[src/rtl/pattern_ind_mem.sv]
/*
  Memory behind the indirect address/data port of the pattern generator.
  Assumes one access per cycle; read data come out of a register one cycle later.
*/
module pattern_ind_mem #(
  parameter int AW = 8,
  parameter int DW = 8
) (
  input  wire logic          mclk,
  input  wire logic          reset,
  input  wire logic          we,
  input  wire logic [AW-1:0] addr,
  input  wire logic [DW-1:0] wdata,
  output logic      [DW-1:0] q
);

  logic [DW-1:0]        mem [0:(1<<AW)-1];
  logic [(1<<AW)-1:0]   written;

  // Write port; the array itself has no reset.
  always_ff @(posedge mclk) begin
    if (we) begin
      mem[addr] <= wdata;
    end
  end

  // One flag a word, so that a word never written reads as zero, not unknown.
  always_ff @(posedge mclk) begin
    if (reset) begin
      written <= '0;
    end else if (we) begin
      written[addr] <= 1'b1;
    end
  end

  // Registered read of the addressed word.
  always_ff @(posedge mclk) begin
    if (reset) begin
      q <= '0;
    end else begin
      q <= written[addr] ? mem[addr] : '0;
    end
  end

endmodule : pattern_ind_mem

[config.mk]
export PLATFORM = sky130hd
export DESIGN_NAME = pattern_ind_mem
export DESIGN_NICKNAME = d
export VERILOG_FILES = /design/src/rtl/pattern_ind_mem.sv
export SDC_FILE = /design/constraint.sdc
export NUM_CORES = 2
export LEC_CHECK = 0
export BUFFER_PORTS_ARGS = -buffer_cell sky130_fd_sc_hd__buf_2
export CAP_MARGIN = 10
export CORE_MARGIN = 2
export CORE_UTILIZATION = 30
export DETAILED_ROUTE_END_ITERATION = 7
export SLEW_MARGIN = 40
export SYNTH_ARGS = -nofsm -noshare
export SYNTH_HDL_FRONTEND = slang
export SYNTH_SLANG_ARGS = --single-unit
[constraint.sdc]
create_clock -name mclk -period 4.3 [get_ports mclk]
set_clock_uncertainty 0.15 [all_clocks]
set_input_delay 0.215 -clock mclk [delete_from_list [all_inputs] [get_ports mclk]]
set_output_delay 0.215 -clock mclk [all_outputs]
set_load 0.05 [all_outputs]
==> summary.txt <==
Setup path
  • CP max stage delay: 810 ps
  • Crit end category: flop
  • Required @ worst endpoint: 4850 ps
  • Critical-path cell list: dlygate4sd3_1 > buf_6 > buf_4 > nor2b_4 > buf_12 > nand3_1 > o211ai_1 > o31ai_1 > and4_1 > a31oi_1
  • CP Launch Type: input pin
  • WP data arrival: 3820 ps
  • CP Max Fanout: 35
  • Slowest cell on the critical path: o31ai_1
  • Crit path kind: input pin to flop

Die
  • Initial Util: 30.2%
  • Die Wd: 548 um
  • Die Y: 548 um
  • Die area: 0.301 mm^2
  • Core area: 0.294 mm^2
  • # rows: 199
  • # IOs: 27

Synthesis
  • EDFF count, synth: 2048
  • Post-synth cell types: 58
  • Synth Register Bits: 2312
  • Cells after synthesis: 4243
  • Ys flop type: edfxtp_1
  • FFs w/ async S/R, synth: 0%
  • Synth Cell Area: 0.0889 mm^2
  • Mean Syn Cell Area: 20.9 um^2
  • Syn. warnings: 0
  • Seq/Total Area, Yosys: 75.1%
  • Synth Net Count: 4262

Finish
  • # nets final: 4679
  • P&R area growth vs syn: 17.0%
  • FF/Latch Area: 0.0668 mm^2
  • Commonest non-fill, non-tap cell in the layout: edfxtp_1
  • Layout filler cell count: 27200
  • Multi-input logic area: 0.0208 mm^2
  • Share of cells above drive strength 1: 30.5%
  • Commonest non-fill, non-tap cells in the layout: edfxtp_1 (2048), mux4_2 (649), buf_4 (382), nor2_1 (272), dfxtp_1 (264)

Timing
  • Tcrit/Tclk final: 76.0%
  • FMAX: 0.306 GHz
  • Endpoints failing setup: 0
  • Final Critical Period: 3270 ps
  • Setup TNS: 0 ps
  • Least-Margin Pin Slew: 930 ps
  • Slew HR: 37.5%
  • RSZ-0062 raised after global routing: false
  • Fin. max-slew vios: 0
  • Fin. Hold Viols: 0

Drt
  • Vias per inst: 5.14
  • Final ANT Viol Nets: 0
  • Via Count: 45100
  • Drt total wl: 235 mm
  • DR pass1 iterations: 6
  • Number of remaining DRC errors: 0
  • Average wire per standard cell: 26.8 um
  • 1st-iter DRT viols: 5757

Clock tree
  • Clk root buf: clkbuf_16
  • Post-CTS Setup Bufs: 0
  • TritonCTS clock tree: built
  • Cts hold-fix bufs: 12
  • Post-CTS sizing: 0
  • H-tree Lvls: 4
  • Cts bufs inserted: 220
  • CTS clk-pin slew, worst paths: 60 ps
  • Clock Path Buffers: 3
  • Clock Latency Late Sink: 880 ps
  • Sink Count: 2312

Power
  • Leakage: 0.0328 uW
  • Pwr Total: 46600 uW
  • Peak supply drop: 0.410 mV
  • Cell Pwr Density: 448 mW/mm^2

GRT
  • Total Routing Usage GR: 15.4%
  • First-pass GRT wire length: 337 mm
  • Overflow after GRT: 0
  • Largest net degree at the start of global routing: 128
  • Initial antenna violation count: 10
  • Vias in the first global route: 45200

Placed design
  • Gp weighted congestion: 0.863
  • IO Port Bufs: 26
  • Hpwl dp: 148 mm

Status
  • Status: completed

Min path
  • Tightest Hold Check Type: input pin to flop

Job
  • Max-Cap Viols: 0
[power by group]
group          leakage (uW)  switching (uW)  internal, uW
Sequential           0.0205            20.6         24500
Combinational       0.00865            1500           851
Clock               0.00365            8600         11100
Total                0.0328           10100         36400
[cells by family (layout without fill, tap and decap cells)]
family	Yosys count	in the layout	share of synthesized area, %
AND/OR/NAND/NOR	554	554	2.58
buffers and inverters	263	878	1.51
AO/OA/AOI/OAI	379	379	3.23
multiplexers	735	735	17.5
flip-flops	2312	2312	75.1
other	0	5	0
[sequential cells by signal, indices dropped and copies added, names as in the netlist]
signal   count
mem       2048
q            8
written    256
[area by class of cell]
type | instances | share of cell area, %
clock inverter | 108 | 1.12
timing repair buffer | 456 | 3.81
multi-input combinational | 1668 | 20.0
tap | 3919 | 4.72
sequential | 2312 | 64.2
inverter | 2 | 0.0217
antenna | 5 | 0.0120
clock buffer | 312 | 6.06
[stage by stage]
step	setup WS, ps	std cells	hold WS (ps)	area, um^2	utilization (%)
2_1_floorplan	1420	4243	164	88900	-
3_3_place_gp	394	8340	290	96200	32.7
3_5_place_dp	493	8340	299	96300	32.7
4_1_cts	1260	8772	65.6	104000	35.3
5_1_grt	1130	8778	76.2	104000	35.3
6_report	1030	8782	158	104000	35.3
[path summary, 6_finish.rpt]
kind                                      to  slack (ps)    startpoint  cells past startpoint
worst max-delay path                    q[0]        1030       addr[2]                     10
worst min-delay path            written[171]         160         reset                      3
worst min register to register  written[186]         310  written[186]                      1
worst max register to register          q[0]        1310  written[123]                      7
[critical path: cells and delay by family]
family | cells | cell delay, ps
AO/OA/AOI/OAI | 3 | 1070
buffers and inverters | 4 | 1730
AND/OR/NAND/NOR | 3 | 710
[cells in the mapped netlist (all sizes together) (2+ instances only)]
cell type     n  area share, %
nor3         23           0.13
mux2          3          0.038
and3          8          0.056
or2           2          0.014
o211ai        5          0.048
o22ai         9          0.063
buf         135           0.97
o21a        247            2.1
inv           2         0.0084
a31oi         8          0.056
a22oi        22           0.19
nand2       149           0.63
a211oi        6          0.051
and2          6          0.042
mux4        655             17
nor4          6          0.042
a32o          3          0.034
a311oi        5          0.049
a2111oi       8          0.086
a21oi        14          0.079
a221oi        4          0.039
nand4b        2          0.020
nand2b        8          0.056
nand3        27           0.15
a32oi        26           0.26
a22o          6          0.059
edfxtp     2048             69
nor2b        14          0.099
dfxtp       264            5.9
mux2i        77           0.87
o21ai         6          0.034
clkbuf      126           0.53
nor2        301            1.3
nand4         3          0.021
[per-layer routing]
metal | wire (um) | share of wire, % | track usage, % | vias to the layer above
met2 | 113000 | 48 | 24.9 | 1875
met5 | 34 | 0.014 | 0 | -
met3 | 17700 | 7.5 | 2.78 | 346
met4 | 7180 | 3.0 | 4.67 | 6
li1 | - | - | - | 18400
met1 | 97700 | 42 | 21.2 | 24500
Note: power is estimated with default switching activity, not from simulation.
